$ cat src/eied_pkg.sv
// Constants shared by the external interrupt edge detector and its noise filter
package eied_pkg;
  // Pin slots of the detector vector
  localparam int NUM_PINS = 9;
  localparam int IDX_NMI = 0;
  localparam int IDX_IRQ0 = 1;
  localparam int IDX_IRQ3 = 4;
  localparam int IDX_IRQ4 = 5;
  localparam int IDX_IRQ6 = 7;
  localparam int IDX_IRQ7 = 8;

  // Noise filter
  localparam int NF_SEL_W = 2;
  localparam int NF_DIV_W = 8;
  localparam logic [7:0] NF_BASE_DIV = 8'h02;
  localparam logic [1:0] NF_INIT_SAMPLES = 2'h3;
  localparam logic [1:0] NF_SEL_RESET = 2'h0;

  // Edge select codes, {rise, fall}
  localparam logic [1:0] EDGE_NONE = 2'h0;
  localparam logic [1:0] EDGE_FALL = 2'h1;
  localparam logic [1:0] EDGE_RISE = 2'h2;
  localparam logic [1:0] EDGE_BOTH = 2'h3;

  typedef enum logic [1:0] {
    NF_INIT = 2'b01,
    NF_RUN = 2'b10
  } eied_nf_state_e;
endpackage : eied_pkg

$ cat src/eied_noise_filter.sv
// Digital noise eliminator with selectable sampling clock for one interrupt input
`timescale 1ns/10ps
module eied_noise_filter #(
  parameter int DivW = eied_pkg::NF_DIV_W
) (
  input wire logic clk, // System clock
  input wire logic reset_n, // Asynchronous reset, active low
  input wire logic [eied_pkg::NF_SEL_W-1:0] sampleSel, // Sampling clock select
  input wire logic rawIn, // Synchronised pin level
  output logic filtOut // Filtered level
);
  eied_pkg::eied_nf_state_e state_r, state_nxt;
  logic [DivW-1:0] divCnt_r, divCnt_nxt;
  logic [2:0] samples_r, samples_nxt;
  logic [1:0] initCnt_r, initCnt_nxt;
  logic [eied_pkg::NF_SEL_W-1:0] selSeen_r;
  logic filt_r, filt_nxt;
  logic tick;
  logic selChange;

  assign selChange = (sampleSel != selSeen_r);
  assign tick = (divCnt_r == '0);
  assign filtOut = filt_r;

  always_comb
  begin
    divCnt_nxt = tick ? DivW'(eied_pkg::NF_BASE_DIV << sampleSel) - DivW'(1) : divCnt_r - DivW'(1);
    state_nxt = state_r;
    samples_nxt = samples_r;
    initCnt_nxt = initCnt_r;
    filt_nxt = filt_r;
    if (selChange)
    begin
      // Reinitialise: history and output are discarded, so a high pin looks like a fresh edge later
      state_nxt = eied_pkg::NF_INIT;
      samples_nxt = '0;
      initCnt_nxt = '0;
      filt_nxt = 1'b0;
      divCnt_nxt = DivW'(eied_pkg::NF_BASE_DIV << sampleSel) - DivW'(1);
    end
    else if (tick)
    begin
      samples_nxt = {samples_r[1:0], rawIn};
      unique case (state_r)
        eied_pkg::NF_INIT:
        begin
          initCnt_nxt = initCnt_r + 2'h1;
          if (initCnt_r + 2'h1 == eied_pkg::NF_INIT_SAMPLES)
          begin
            // Output settles on the last init sample, so no request can appear after the window
            state_nxt = eied_pkg::NF_RUN;
            filt_nxt = (samples_nxt == 3'h7);
          end
        end
        eied_pkg::NF_RUN:
        begin
          if (samples_nxt == 3'h7)
          begin
            filt_nxt = 1'b1;
          end
          else if (samples_nxt == 3'h0)
          begin
            filt_nxt = 1'b0;
          end
        end
        default:
        begin
          state_nxt = eied_pkg::NF_INIT;
        end
      endcase
    end
  end

  always_ff @(posedge clk or negedge reset_n)
  begin
    if (!reset_n)
    begin
      state_r <= eied_pkg::NF_INIT;
      divCnt_r <= '0;
      samples_r <= '0;
      initCnt_r <= '0;
      filt_r <= 1'b0;
      selSeen_r <= eied_pkg::NF_SEL_RESET;
    end
    else
    begin
      state_r <= state_nxt;
      divCnt_r <= divCnt_nxt;
      samples_r <= samples_nxt;
      initCnt_r <= initCnt_nxt;
      filt_r <= filt_nxt;
      selSeen_r <= sampleSel;
    end
  end

  property p_reinit;
    @(posedge clk) disable iff (!reset_n)
    selChange |=> !filtOut [*3];
  endproperty
  a_reinit: assert property (p_reinit) else $error("Filter output rose during reinit");

  c_init_done: cover property (@(posedge clk) disable iff (!reset_n)
    state_r == eied_pkg::NF_INIT ##1 state_r == eied_pkg::NF_RUN);
endmodule : eied_noise_filter

$ cat src/eied_top.sv
// External interrupt edge detector: per-pin edge select, request flags and DMA triggers
// How it works
// Leaving interrupt mode may raise a spurious edge.
// Software clears seventh pin selects before port mode.
// Software clears pins four-six selects before port mode.
// Unused seventh pin keeps selects at 00.
// Unused pins four-six keep selects at 00.
// Seventh pin: receiver or interrupt, never both.
// Filter reinit takes three samples after select change.
// Software waits, clears flag, then enables interrupt.
// Software waits three samples before enabling DMA.
// NMI pin is port until mode control selects it.
// NMI detects no edge after reset.
// Two select bits choose none, rise, fall, both.
// Edge sets sticky flag until clear or acknowledge.
`timescale 1ns/10ps
module eied_top #(
  parameter int NumPins = eied_pkg::NUM_PINS
) (
  input wire logic clk, // System clock, 100 MHz
  input wire logic reset_n, // Asynchronous reset, active low
  input wire logic [NumPins-1:0] pinIn, // External interrupt pin levels
  input wire logic [NumPins-1:0] pinIntMode, // 1: pin in interrupt function, 0: port
  input wire logic [NumPins-1:0] riseSel, // Rising edge select per pin
  input wire logic [NumPins-1:0] fallSel, // Falling edge select per pin
  input wire logic serialRxEnable, // Receiver enable of the pin shared with the seventh input
  input wire logic [eied_pkg::NF_SEL_W-1:0] filterClkSel, // Noise filter sampling clock select
  input wire logic [NumPins-1:0] reqClear, // Software clear of request flags, pulse
  input wire logic [NumPins-1:0] reqAck, // Interrupt acknowledge, pulse
  output logic [NumPins-1:0] reqFlag, // Sticky interrupt request flags
  output logic [NumPins-1:0] dmaTrigger, // One-cycle DMA start per detected edge
  output logic rxConflict // Shared seventh pin used by receiver and detector at once
);
  logic [NumPins-1:0] syncA_r;
  logic [NumPins-1:0] syncB_r;
  logic [NumPins-1:0] detLvl;
  logic [NumPins-1:0] prevLvl_r, prevLvl_nxt;
  logic [NumPins-1:0] edgeHit;
  logic [NumPins-1:0] reqFlag_r, reqFlag_nxt;
  logic [NumPins-1:0] dma_r, dma_nxt;
  logic conflict_r, conflict_nxt;
  logic filtLvl;

  function automatic logic edge_hit(input logic rise, input logic fall, input logic prev, input logic cur);
    logic [1:0] code;
    code = {rise, fall};
    unique case (code)
      eied_pkg::EDGE_NONE: edge_hit = 1'b0;
      eied_pkg::EDGE_RISE: edge_hit = !prev && cur;
      eied_pkg::EDGE_FALL: edge_hit = prev && !cur;
      eied_pkg::EDGE_BOTH: edge_hit = prev != cur;
    endcase
  endfunction : edge_hit

  // Pins are asynchronous: two flops before anything looks at them
  always_ff @(posedge clk or negedge reset_n)
  begin
    if (!reset_n)
    begin
      syncA_r <= '0;
      syncB_r <= '0;
    end
    else
    begin
      syncA_r <= pinIn;
      syncB_r <= syncA_r;
    end
  end

  eied_noise_filter #(
    .DivW(eied_pkg::NF_DIV_W)
  ) u_eied_noise_filter (
    .clk(clk),
    .reset_n(reset_n),
    .sampleSel(filterClkSel),
    .rawIn(syncB_r[eied_pkg::IDX_IRQ3]),
    .filtOut(filtLvl)
  );

  genvar gi;
  generate
    for (gi = 0; gi < NumPins; gi++)
    begin : g_pin
      logic srcLvl;
      if (gi == eied_pkg::IDX_IRQ3)
      begin : g_filt
        assign srcLvl = filtLvl;
      end
      else
      begin : g_raw
        assign srcLvl = syncB_r[gi];
      end
      // In port mode the detector sees a low level; the drop on leaving interrupt mode
      // is seen as a falling edge, which is why selects must be cleared first.
      assign detLvl[gi] = pinIntMode[gi] ? srcLvl : 1'b0;
      assign edgeHit[gi] = edge_hit(riseSel[gi], fallSel[gi], prevLvl_r[gi], detLvl[gi]);
    end
  endgenerate

  always_comb
  begin
    prevLvl_nxt = detLvl;
    // Set beats clear when both land in the same cycle
    reqFlag_nxt = (reqFlag_r & ~(reqClear | reqAck)) | edgeHit;
    dma_nxt = edgeHit;
    // Flags a software slip on the shared receive pin; detection itself is not blocked
    conflict_nxt = serialRxEnable && pinIntMode[eied_pkg::IDX_IRQ7]
      && (riseSel[eied_pkg::IDX_IRQ7] || fallSel[eied_pkg::IDX_IRQ7]);
  end

  always_ff @(posedge clk or negedge reset_n)
  begin
    if (!reset_n)
    begin
      // Level history starts low and selects are software owned, so no edge at reset
      prevLvl_r <= '0;
      reqFlag_r <= '0;
      dma_r <= '0;
      conflict_r <= 1'b0;
    end
    else
    begin
      prevLvl_r <= prevLvl_nxt;
      reqFlag_r <= reqFlag_nxt;
      dma_r <= dma_nxt;
      conflict_r <= conflict_nxt;
    end
  end

  assign reqFlag = reqFlag_r;
  assign dmaTrigger = dma_r;
  assign rxConflict = conflict_r;

  property p_flag_set;
    @(posedge clk) disable iff (!reset_n)
    (|edgeHit) |=> ((reqFlag & $past(edgeHit)) == $past(edgeHit));
  endproperty
  a_flag_set: assert property (p_flag_set) else $error("Detected edge did not set its flag");

  property p_flag_hold;
    @(posedge clk) disable iff (!reset_n)
    ##1 (($past(reqFlag) & ~$past(reqClear) & ~$past(reqAck) & ~reqFlag) == '0);
  endproperty
  a_flag_hold: assert property (p_flag_hold) else $error("Flag dropped without clear or acknowledge");

  property p_sel_none;
    @(posedge clk) disable iff (!reset_n)
    (!riseSel[eied_pkg::IDX_IRQ0] && !fallSel[eied_pkg::IDX_IRQ0] && !reqFlag[eied_pkg::IDX_IRQ0]
      && !reqClear[eied_pkg::IDX_IRQ0]) |=> !reqFlag[eied_pkg::IDX_IRQ0];
  endproperty
  a_sel_none: assert property (p_sel_none) else $error("Flag set with edge detection off");

  property p_rise_only;
    @(posedge clk) disable iff (!reset_n)
    (riseSel[eied_pkg::IDX_IRQ4] && !fallSel[eied_pkg::IDX_IRQ4]
      && prevLvl_r[eied_pkg::IDX_IRQ4] && !detLvl[eied_pkg::IDX_IRQ4])
      |=> !dmaTrigger[eied_pkg::IDX_IRQ4];
  endproperty
  a_rise_only: assert property (p_rise_only) else $error("Falling edge hit with rise-only select");

  property p_spurious;
    @(posedge clk) disable iff (!reset_n)
    ($past(pinIntMode[eied_pkg::IDX_IRQ4]) && !pinIntMode[eied_pkg::IDX_IRQ4]
      && prevLvl_r[eied_pkg::IDX_IRQ4] && fallSel[eied_pkg::IDX_IRQ4])
      |=> dmaTrigger[eied_pkg::IDX_IRQ4] && reqFlag[eied_pkg::IDX_IRQ4];
  endproperty
  a_spurious: assert property (p_spurious) else $error("Port switch edge not registered");

  property p_port_mode;
    @(posedge clk) disable iff (!reset_n)
    (!pinIntMode[eied_pkg::IDX_NMI] && !$past(pinIntMode[eied_pkg::IDX_NMI]))
      |=> !dmaTrigger[eied_pkg::IDX_NMI];
  endproperty
  a_port_mode: assert property (p_port_mode) else $error("NMI edge seen while in port mode");

  property p_nmi_reset;
    @(posedge clk)
    !reset_n ##1 reset_n |-> !reqFlag[eied_pkg::IDX_NMI] ##1 !dmaTrigger[eied_pkg::IDX_NMI];
  endproperty
  a_nmi_reset: assert property (p_nmi_reset) else $error("NMI edge right after reset");

  property p_clear;
    @(posedge clk) disable iff (!reset_n)
    (|(reqClear & ~edgeHit)) |=> ((reqFlag & $past(reqClear) & ~$past(edgeHit)) == '0);
  endproperty
  a_clear: assert property (p_clear) else $error("Flag survived a clear with no new edge");

  property p_ack;
    @(posedge clk) disable iff (!reset_n)
    (|(reqAck & ~edgeHit)) |=> ((reqFlag & $past(reqAck) & ~$past(edgeHit)) == '0);
  endproperty
  a_ack: assert property (p_ack) else $error("Flag survived an acknowledge with no new edge");

  property p_dma_flag;
    @(posedge clk) disable iff (!reset_n)
    (dmaTrigger & ~reqFlag) == '0;
  endproperty
  a_dma_flag: assert property (p_dma_flag) else $error("DMA start without request flag");

  property p_none_all;
    @(posedge clk) disable iff (!reset_n)
    ##1 ((reqFlag & ~$past(riseSel) & ~$past(fallSel) & ~$past(reqFlag)) == '0);
  endproperty
  a_none_all: assert property (p_none_all) else $error("Flag set on a pin with detection off");

  property p_conflict_set;
    @(posedge clk) disable iff (!reset_n)
    (serialRxEnable && pinIntMode[eied_pkg::IDX_IRQ7]
      && (riseSel[eied_pkg::IDX_IRQ7] || fallSel[eied_pkg::IDX_IRQ7])) |=> rxConflict;
  endproperty
  a_conflict_set: assert property (p_conflict_set) else $error("Shared pin conflict not flagged");

  property p_conflict_clear;
    @(posedge clk) disable iff (!reset_n)
    !serialRxEnable |=> !rxConflict;
  endproperty
  a_conflict_clear: assert property (p_conflict_clear) else $error("Conflict flagged with receiver off");

  c_nmi_flag: cover property (@(posedge clk) disable iff (!reset_n) $rose(reqFlag[eied_pkg::IDX_NMI]));
  c_spurious: cover property (@(posedge clk) disable iff (!reset_n)
    $fell(pinIntMode[eied_pkg::IDX_IRQ4]) ##1 dmaTrigger[eied_pkg::IDX_IRQ4]);
  c_filt_edge: cover property (@(posedge clk) disable iff (!reset_n) $rose(reqFlag[eied_pkg::IDX_IRQ3]));
  c_clear_race: cover property (@(posedge clk) disable iff (!reset_n)
    (edgeHit[eied_pkg::IDX_IRQ0] && reqClear[eied_pkg::IDX_IRQ0]));
endmodule : eied_top

$ cat config.mk
export PLATFORM = sky130hd
export DESIGN_NAME = eied_top
export DESIGN_NICKNAME = d
export VERILOG_FILES = /design/src/eied_pkg.sv /design/src/eied_noise_filter.sv /design/src/eied_top.sv
export SDC_FILE = /design/constraint.sdc
export NUM_CORES = 1
export LEC_CHECK = 0
export BUFFER_PORTS_ARGS = -buffer_cell sky130_fd_sc_hd__clkbuf_2
export CAP_MARGIN = 20
export CELL_PAD_IN_SITES_DETAIL_PLACEMENT = 0
export CELL_PAD_IN_SITES_GLOBAL_PLACEMENT = 1
export CORE_ASPECT_RATIO = 1.5
export CORE_UTILIZATION = 41
export CTS_BUF_LIST = sky130_fd_sc_hd__clkbuf_4 sky130_fd_sc_hd__clkbuf_8
export CTS_CLUSTER_DIAMETER = 50
export DETAILED_ROUTE_END_ITERATION = 7
export PLACE_DENSITY_LB_ADDON = 0.12
export SLEW_MARGIN = 20
export SYNTH_ARGS = -nofsm -noshare
export SYNTH_HDL_FRONTEND = slang
export SYNTH_SLANG_ARGS = --single-unit
$ cat constraint.sdc
create_clock -name clk -period 2.26 [get_ports clk]
set_input_delay 0.452 -clock clk [delete_from_list [all_inputs] [get_ports clk]]
set_output_delay 0.452 -clock clk [all_outputs]
set_load 0.1 [all_outputs]
Word-level counts from Yosys, hierarchy flattened
Cells that the tools add are included.
Operators by class
  divide/modulo/power cells: 0
  bitwise operators: 4
  multiply operators: 0
  add/sub/neg operators: 3
  shift operators: 1
  multiplexer cells: 35
  reductions and logical operators: 56
  equality and inequality tests: 44
  order comparisons: 0
Operators with widths (number)
  $eq A2 B2 Y1 const B: 20
  $pmux W1 S4: 9
  $eq A2 B1 Y1 const B: 10
  $logic_and A1 B1 Y1: 20
  $logic_not A1 Y1: 18
  $logic_not A2 Y1: 9
  $or A9 B9 Y9: 2
  $mux W2: 8
  $mux W8: 2
  $sub A8 B1 Y8 const B: 2
  $mux W1: 14
  $and A9 B9 Y9: 1
  $ne A1 B1 Y1: 9
  $not A9 Y9: 1
  $logic_not A8 Y1: 1
  $shl A2 B2 Y8 const A: 1
  $ne A4 B1 Y1 const B: 1
  $pmux W2 S2: 1
  $reduce_and A4 Y1: 1
  $reduce_bool A2 Y1: 2
  $eq A3 B3 Y1 const B: 1
  $logic_not A3 Y1: 1
  $ne A3 B1 Y1 const B: 1
  $reduce_and A3 Y1: 1
  other kinds (7): 7
Word-level totals
  register bits: 63
  RAM bits: 0
  memory bits (read-only): 0
  memories: 0
  bits in latches: 0

Logic depth before layout (Yosys ltp)
Gate-level depths: netlist of the first run.
  word-level depth: 6
  depth in mapped cells: 7

Modules after synthesis
Synthesis of the first run repeated with hierarchy kept, for this count alone.
Unflattened totals
  cells, all modules: 256
  area, all modules: 2811.4 µm²
By module, submodules not included
  eied_top: instances 1, seq. area each 1151.1 µm², cells each 162, area an instance 1883.1 µm²
  eied_noise_filter: instances 1, seq. area each 426.7 µm², cells each 94, area an instance 928.4 µm²

Worst setup path before layout of the first run
Ideal clock, no wire load.
  path type: reg-to-reg
  from: register u_eied_noise_filter.divCnt_r[4]
  to: register u_eied_noise_filter.filt_r, in the netlist u_eied_noise_filter.filtOut
  stages on the path, launching flop included: 5
  arrival time: 1.600 ns
  clock period less this slack: 1.682 ns
  path buffers: 0
  slack: 0.578 ns
  cell sequence: dfrtp_1 > nor4_4 > nand3_4 > or4_1 > a31oi_1
Between the ends
  longest elaborated chain between the ends: 3
Ends and longest elaborated chain
  start: declaration: RTL line eied_noise_filter.sv:13  | logic [DivW-1:0] divCnt_r, divCnt_nxt;
  start signal: assignment: RTL line eied_noise_filter.sv:88  | divCnt_r <= divCnt_nxt;
  $logic_not A8 Y1: RTL line eied_noise_filter.sv:22  | assign tick = (divCnt_r == '0);
  $reduce_bool A2 Y1 (no line)
  $reduce_and A4 Y1 (no line)
  end signal: assignment: RTL line eied_noise_filter.sv:91  | filt_r <= filt_nxt;
  end: declaration: RTL line eied_noise_filter.sv:17  | logic filt_r, filt_nxt;
No other way between the ends.
A chain may end at the register's enable or synchronous reset.

Worst setup path after layout of the first run
Ends and elaborated chain as after synthesis.

==> metrics.md, run 1 <==
| Metric | Value |
|---|---|
| Max stage delay on crit path | 530 ps |
| Final core occ | 55.10% |
| Type of the worst setup path | reg -> reg |
| First-pass GRT wire length | 7893 um |
| Setup Total Neg Slack | 0 ps |
| Period minus WS final | 1811 ps |
| Leakage power | 1.886 nW |
| Max IR drop VDD | 0.6412 mV |
| CTS sink count | 63 |
| Initial antenna violation count | 0 |
| Fmax | 0.5523 GHz |
| CP Launch Type | register |
| Kind of end point of the critical path | register |
| Number of global-route vias before repair | 1,850 |
| Grt total ovfl | 0 |
| Cts bufs inserted | 9 |
| Starting Density | 43.32% |
| Crit path DAT | 2060 ps |
| Pwr Density | 815.5 nW/um2 |
| Worst-Margin Slew | 555.7 ps |
| Diode count | 0 |
| I/O Pins | 78 |
| DRC | 0 |
| Vias after detailed routing | 1,878 |
| Synth area leader | dfrtp_1 |
| Row count | 35 |
| Die ar. | 6952 um2 |
| Synth top area share | 57.20% |
| Post-Route Skew | 8.451 ps |
| CP max stage cell | or4_1 |
| Final number of setup-violating endpoints | 0 |
| Final period util | 80.11% |
| Hold Slack | 226.5 ps |
| Pre-Repair DR Iteration Count | 4 |
| Syn Nets | 318 |
| Total power | 0.002814 W |
| Final net count | 409 |
| Post-synthesis cell type count | 28 |
| Final Hold Viols | 0 |
| Placer Congestion | 0.7028 |
| Number of DRC markers in iteration 0 | 48 |
| Clk pin slew, worst setup/hold paths | 70 ps |
| HPWL Detailed | 3682 um |
| Hold WC Path Type | in -> reg |
| Port Buffers | 77 |
| Largest net degree at the start of global routing | 24 |
| Mean post-synth cell area | 11.54 um2 |
| TritonCTS clock tree | built |
| Die height | 101.6 um |
| Postcts setup bufs | 0 |
| Synth Warn # | 0 |
| Cell Chain, Critical Path | nor4_4 > nand3_4 > or4_1 > a31oi_1 |
| Status | completed |
| Max_slew headroom | 63.11% |
| Max Cap Viol | 0 |
| Core Area | 6262 um2 |
| Top cells by area, synth | dfrtp_1 (57%), ha_1 (11%), nand2_1 (3.7%) |
| Post-DRT Antenna Nets | 0 |
| Worst Path Buf+Inv | 0 |
| Via density | 4.637 |
| CTS H-tree depth | 3 |
| Skew-Pair Late Insertion Delay | 330 ps |
| Layout cell share with drive strength beyond 1 | 30.21% |
| Routed wire length | 4677 um |
| WL/cell | 11.55 um |
| RSZ-0062 raised after global routing | false |
| Yosys reg bits | 63 |
| GRT Overall Usage | 15.50% |
| Area grow syn2layout | 27.21% |
| Clock tree buffer depth | 2 |
| CP delay by family, top | simple AND/OR/NAND/NOR gates |
| Worst Path Max Fanout | 8 |
| DIE WIDTH | 68.42 um |
| Sequential area share after synthesis | 58.16% |
| CTS root buffer | clkbuf_8 |
| Post-Synthesis Cells | 235 |
| Mapped cell area | 2713 um2 |
| CP required | 2510 ps |
| Final Max Tran Viols | 0 |
[registers in the layout (all words and copies together) (netlist names)]
signal	flops
dmaTrigger	9
prevLvl_r	9
reqFlag	9
rxConflict	1
syncA_r	9
syncB_r	9
u_eied_noise_filter.divCnt_r	8
u_eied_noise_filter.filtOut	1
u_eied_noise_filter.initCnt_r	2
u_eied_noise_filter.samples_r	2
u_eied_noise_filter.selSeen_r	2
u_eied_noise_filter.state_r	2
[synthesized netlist by cell type]
library cell and instances:
clkbuf_1 1, xor2_1 3, o31ai_1 1, inv_1 25, xnor2_1 6, o211ai_1 3
dfstp_2 1, nand3_4 1, nand2_1 27, dfrtp_1 62, nor3b_1 2, nand3_1 2
o21a_1 1, ha_1 24, nand4_1 1, o311ai_0 1, o311a_2 1, a31oi_1 1
or4_1 1, nor3_1 2, nor2b_1 14, o211a_1 1, nor4_4 1, a21o_1 9
o21ai_0 16, nor2_1 18, nand2b_1 2, mux2i_1 8
[worst register-to-register path, stage by stage (launching register included)]
cell	delay [ps]
dfrtp_1	430
nor4_4	440
nand3_4	180
or4_1	530
a31oi_1	160
[repair_timing]
action / in CTS / in global routing
hold endpoints to repair: 8 / 0
resized for setup: 0 / 0
hold buffers: 1 / 0
[routing by layer]
metal  global-route usage (%)  up-vias  part of all wire [%]
met4                    6.250        0                   1.8
met2                    26.32       51                    51
li1                         -      953                     -
met1                    17.15      868                    41
met5                        0        -                     0
met3                    5.518        6                   5.8
[worst paths after layout]
kind                                                  from                             end  slack [ps]  cells past startpoint
max                        u_eied_noise_filter.divCnt_r[4]     u_eied_noise_filter.filtOut         450                      4
min                                               pinIn[3]                      syncA_r[3]         230                      1
max reg2reg                u_eied_noise_filter.divCnt_r[4]     u_eied_noise_filter.filtOut         450                      4
min reg2reg                                     syncA_r[6]                      syncB_r[6]         340                      0
max in group asynchronous                          reset_n  u_eied_noise_filter.state_r[0]        1090                      3
min in group asynchronous                          reset_n                      syncB_r[3]         530                      2
[stage by stage]
stage,setup WS (ps),instances,area (um2)
floorplan,578.0,235,2713
global placement,483.7,388,3209
detailed placement,450.1,388,3209
CTS,437.3,405,3451
global route,338.8,405,3451
finish,449.5,405,3451
[layout by cell type, fill, tap and decap left out, types with 2 or more instances in the layout]
cell type  count
nand2_1       27
a21o_1         9
nor2_1        18
mux2i_1        8
nand3_1        2
xnor2_1        6
bufinv_16      2
nor2b_1       14
inv_1         25
ha_1          24
dfrtp_1       62
buf_4          3
nand2b_1       2
clkbuf_8      11
clkbuf_4       2
o211ai_1       3
nor3_1         2
nor3b_1        2
o21ai_0       16
xor2_1         3
clkbuf_2      77
[cell families after synthesis]
group | Yosys count | synth area share [%]
buf+inv | 26 | 3.598
flops | 63 | 58.16
mux | 8 | 2.952
simple gates | 71 | 13.15
fa+ha+maj | 24 | 11.07
xor+xnor | 9 | 2.906
compound gates | 34 | 8.164
[where the power goes]
group | internal, W | leakage, nW | switching (W)
combinational | 0.000128 | 0.974 | 0.000345
clock | 0.000705 | 0.120 | 0.000400
sequential | 0.00120 | 0.791 | 0.0000391
total | 0.00203 | 1.89 | 0.000784
[layout make-up]
type	instances	area, um2
sequential	63	1578
inverter	25	93.84
timing repair buffer	81	417.9
fill	584	2811
clock buffer	13	166.4
tap	74	92.59
multi-input combinational	146	1037
clock inverter	3	65.06
No activity file was read; power rests on OpenSTA's default activity.
==> run 2: changes to the inputs <==
--- a/config.mk
+++ b/config.mk
@@ -5,12 +5,13 @@
 export SDC_FILE = /design/constraint.sdc
 export NUM_CORES = 1
 export LEC_CHECK = 0
+export ABC_AREA = 1
 export BUFFER_PORTS_ARGS = -buffer_cell sky130_fd_sc_hd__clkbuf_2
 export CAP_MARGIN = 20
 export CELL_PAD_IN_SITES_DETAIL_PLACEMENT = 0
 export CELL_PAD_IN_SITES_GLOBAL_PLACEMENT = 1
 export CORE_ASPECT_RATIO = 1.5
-export CORE_UTILIZATION = 41
+export CORE_UTILIZATION = 36
 export CTS_BUF_LIST = sky130_fd_sc_hd__clkbuf_4 sky130_fd_sc_hd__clkbuf_8
 export CTS_CLUSTER_DIAMETER = 50
 export DETAILED_ROUTE_END_ITERATION = 7
==> constraint.sdc (replaced) <==
create_clock -name clk -period 1.6 [get_ports clk]
set_input_delay 0.32 -clock clk [delete_from_list [all_inputs] [get_ports clk]]
set_output_delay 0.32 -clock clk [all_outputs]
set_load 0.1 [all_outputs]
==> run 2 against run 1 <==
  * Non-clock buffer count down 2
  * First-iteration DRC count up 38%
  * Sequential power up 41%
  * Critical path depth down 3
  * Worst setup slack worse by 310 ps
  * Global-route usage down 1.2 points
  * Hold slack worse by 140 ps
  * Die area up 18%
  * Register-to-register slack worse by 240 ps
  * Critical path type is now reg -> out
==> metrics.md, run 2 <==
| Metric | Value |
|---|---|
| Status | completed |
| Synth area leader | dfrtp_1 |
| Clock tree buffer depth | 2 (unchanged) |
| Post-synthesis cell type count | 23 (-18%) |
| Setup Total Neg Slack | 0 ps (unchanged) |
| CTS root buffer | clkbuf_8 |
| Main combinational cell family by area after synthesis | simple AND/OR/NAND/NOR gates |
| DRC | 0 (unchanged) |
| Switching share of power | 31.73% (+3.9 points) |
| Final number of setup-violating endpoints | 0 (unchanged) |
| Syn Nets | 379 (+19%) |
| Layout cell share with drive strength beyond 1 | 28.13% (-2.1 points) |
| Core Area | 7612 um2 (+22%) |
| HPWL Detailed | 3844 um (+4.4%) |
| Adder-cell share of the synthesized area | 10.63% (-0.44 points) |
| Kind of end point of the critical path | primary output |
| Post-Synthesis Cells | 296 (+26%) |
| Via density | 4.320 (-6.8%) |
| Hold WC Path Type | in -> reg |
| Crit path DAT | 1150 ps (-910 ps) |
| Mapped cell area | 2825 um2 (+4.2%) |
| Internal Power | 0.002534 W (+25%) |
| Leading cell type in the layout, fill and taps excluded | clkbuf_2 |
| CTS H-tree depth | 3 (unchanged) |
| Hold_buf cts | 1 (unchanged) |
| Postcts setup bufs | 0 (unchanged) |
| Top cells by area, synth | dfrtp_1 (55%), ha_1 (11%), nand2_1 (8.0%) |
| Mean post-synth cell area | 9.545 um2 (-17%) |
| Cell Chain, Critical Path | clkbuf_2 |
| Setup WS pre-CTS | 202.6 ps (-247.5 ps) |
| Max_slew headroom | 63.66% (+0.55 points) |
| Clk pin slew, worst setup/hold paths | 60 ps (about the same) |
| Final Hold Viols | 0 (unchanged) |
| Final net count | 469 (+15%) |
| CP Launch Type | register |
| Post-Route Skew | 6.083 ps (-2.368 ps) |
| Post-synth EDFFs | 0 (unchanged) |
| Seq pwr share | 47.3% (+3.4 points) |
| Number of DRC markers in iteration 0 | 66 (+38%) |
| Grt total ovfl | 0 (unchanged) |
| Worst R2R Start | u_eied_noise_filter.divCnt_r[0] |
| P_sw | 0.001178 W (+50%) |
| Row count | 39 (+11%) |
| Clock power share | 32.3% (-7.0 points) |
| FF-to-FF path depth | 9 (+5) |
| TritonCTS clock tree | built |
| GRT Overall Usage | 14.29% (-1.2 points) |
| Synth cell count leaders | dfrtp_1 (62), nand2_1 (60), inv_1 (45), nand3_1 (31) |
| Number of global-route vias before repair | 2,139 (+16%) |
| Mux contribution to synthesized area | 0% (-3.0 points) |
| Vias after detailed routing | 2,130 (+13%) |
| Gate power share | 20.4% (+3.6 points) |
| Die ar. | 8213 um2 (+18%) |
| I/O Pins | 78 (unchanged) |
| Flop2flop setup slack | 210 ps (-240 ps) |
| Worst Path Max Fanout | 2 (-6) |
| Skew-Pair Late Insertion Delay | 330 ps (about the same) |
| Sequential area share after synthesis | 55.85% (-2.3 points) |
| DIE WIDTH | 74.33 um (+8.6%) |
| CTS sink count | 63 (unchanged) |
| WL/cell | 10.43 um (-9.7%) |
| Area grow syn2layout | 25.29% |
| Placer Congestion | 0.7108 (+1.1%) |
| Total power | 0.003712 W (+32%) |
| Worst Path Buf+Inv | 1 (+1) |
| First-pass GRT wire length | 8763 um (+11%) |
| Max Cap Viol | 0 (unchanged) |
| Post-DRT Antenna Nets | 0 (unchanged) |
| RSZ-0062 raised after global routing | false |
| Max IR drop VDD | 0.5649 mV (-12%) |
| Synth Area in Simple Gates | 19.62% (+6.5 points) |
| Period minus WS final | 1465 ps |
| Synth Warn # | 0 (unchanged) |
| Starting Density | 37.11% (-6.2 points) |
| Worst Hold Depth | 1 (unchanged) |
| Most frequent cells in the layout | clkbuf_2 (77), dfrtp_1 (62), nand2_1 (60) |
| Compound-cell area share of the yosys netlist | 5.890% (-2.3 points) |
| Final Max Tran Viols | 0 (unchanged) |
| Synth top area share | 54.92% (-2.3 points) |
| Pwr Density | 1049 nW/um2 (+29%) |
| Setup WS post-layout | 134.9 ps (-314.5 ps) |
| Worst-Margin Slew | 547.4 ps (-8.328 ps) |
| Min-delay src | pinIn[4] |
| Die height | 110.5 um (+8.7%) |
| CP delay by family, top | buffers and inverters |
| Count leader, synth | dfrtp_1 |
| # fillers | 785 (+34%) |
| Pre-Repair DR Iteration Count | 4 (unchanged) |
| Most used DFF post-synth | dfrtp_1 |
| Initial antenna violation count | 0 (unchanged) |
| Diode count | 0 (unchanged) |
| Final core occ | 46.50% (-8.6 points) |
| Yosys reg bits | 63 (unchanged) |
| Fmax | 0.6826 GHz |
| Largest net degree at the start of global routing | 64 (+170%) |
| CP required | 1280 ps (-1230 ps) |
| Synth Area in XOR/XNOR | 1.240% (-1.7 points) |
| Worst reg2reg endpoint | u_eied_noise_filter.state_r[1] |
| CP max stage cell | clkbuf_2 |
| Cts bufs inserted | 9 (unchanged) |
| Final period util | 91.57% |
| Post-cts resize count | 0 (unchanged) |
| Ys async rst share | 100.0% (unchanged) |
| Leakage power | 2.012 nW (+6.7%) |
| Port Buffers | 77 (unchanged) |
| Routed wire length | 5143 um (+10%) |
| Hold Path End | syncA_r[4] |
| Type of the worst setup path | reg -> out |
| Max stage delay on crit path | 460 ps (-70 ps) |
-- run 2: cell types whose count changed in the layout (fill, tap and decap cells not counted), sizes merged, moves of 9 or more --
cell	before	now
a21o	9	0
a21oi	0	11
inv	25	49
nand2	27	65
nand3	3	31
nor2	18	27
nor2b	14	0
-- run 2: logic make-up after synthesis --
kind of cell,after synthesis
simple gates,125
flops,63
buf+inv,50
compound gates,30
fa+ha+maj,24
xor+xnor,4
-- run 2: through the flow --
step	cells	instance area, um2	hold slack, ps
global placement	476	3358	332.1
floorplan	296	2825	24.41
detailed placement	476	3358	336.4
global route	493	3540	62.66
CTS	493	3540	59.30
finish	493	3540	86.06
-- run 2: power groups by stage --
stage          Clock (W)  Combinational, W  Sequential [W]
4_1_cts          0.00127          0.000771         0.00176
3_3_place_gp           0          0.000761         0.00178
6_report         0.00120          0.000758         0.00175
3_5_place_dp           0          0.000766         0.00179
2_1_floorplan          0          0.000237         0.00209
5_1_grt          0.00133          0.000835         0.00177
-- run 2: worst max path at each step --
stage | slack [ps] | startpoint | end | cells after the start
floorplan | 300 | u_eied_noise_filter.divCnt_r[0] | u_eied_noise_filter.state_r[1] | 9
global placement | 230 | filterClkSel[1] | u_eied_noise_filter.divCnt_r[7] | 7
detailed placement | 200 | u_eied_noise_filter.divCnt_r[0] | u_eied_noise_filter.state_r[1] | 9
CTS | 100 | reqFlag[2] | reqFlag[2] | 1
global route | 80 | reqFlag[5] | reqFlag[5] | 1
finish | 130 | reqFlag[2] | reqFlag[2] | 1
-- run 2: final cells by class --
class                   instances  area (um2)  share of cell area (%)
clock inverters                 2       10.01                  0.2828
inverters                      50       191.4                   5.408
well taps                     102       127.6                   3.606
multi-input cells             183        1056                   29.83
repair buffers                 79       415.4                   11.74
flip-flops and latches         63        1578                   44.57
clock buffers                  14       161.4                   4.560
-- run 2: routing by layer --
metal / GRT usage, % / routed length (um) / up-vias
met4: 7.547 / 107 / 0
met3: 4.927 / 284 / 10
met1: 15.41 / 2059 / 969
li1: - / - / 1104
met2: 23.88 / 2692 / 47
met5: 0 / 0 / -
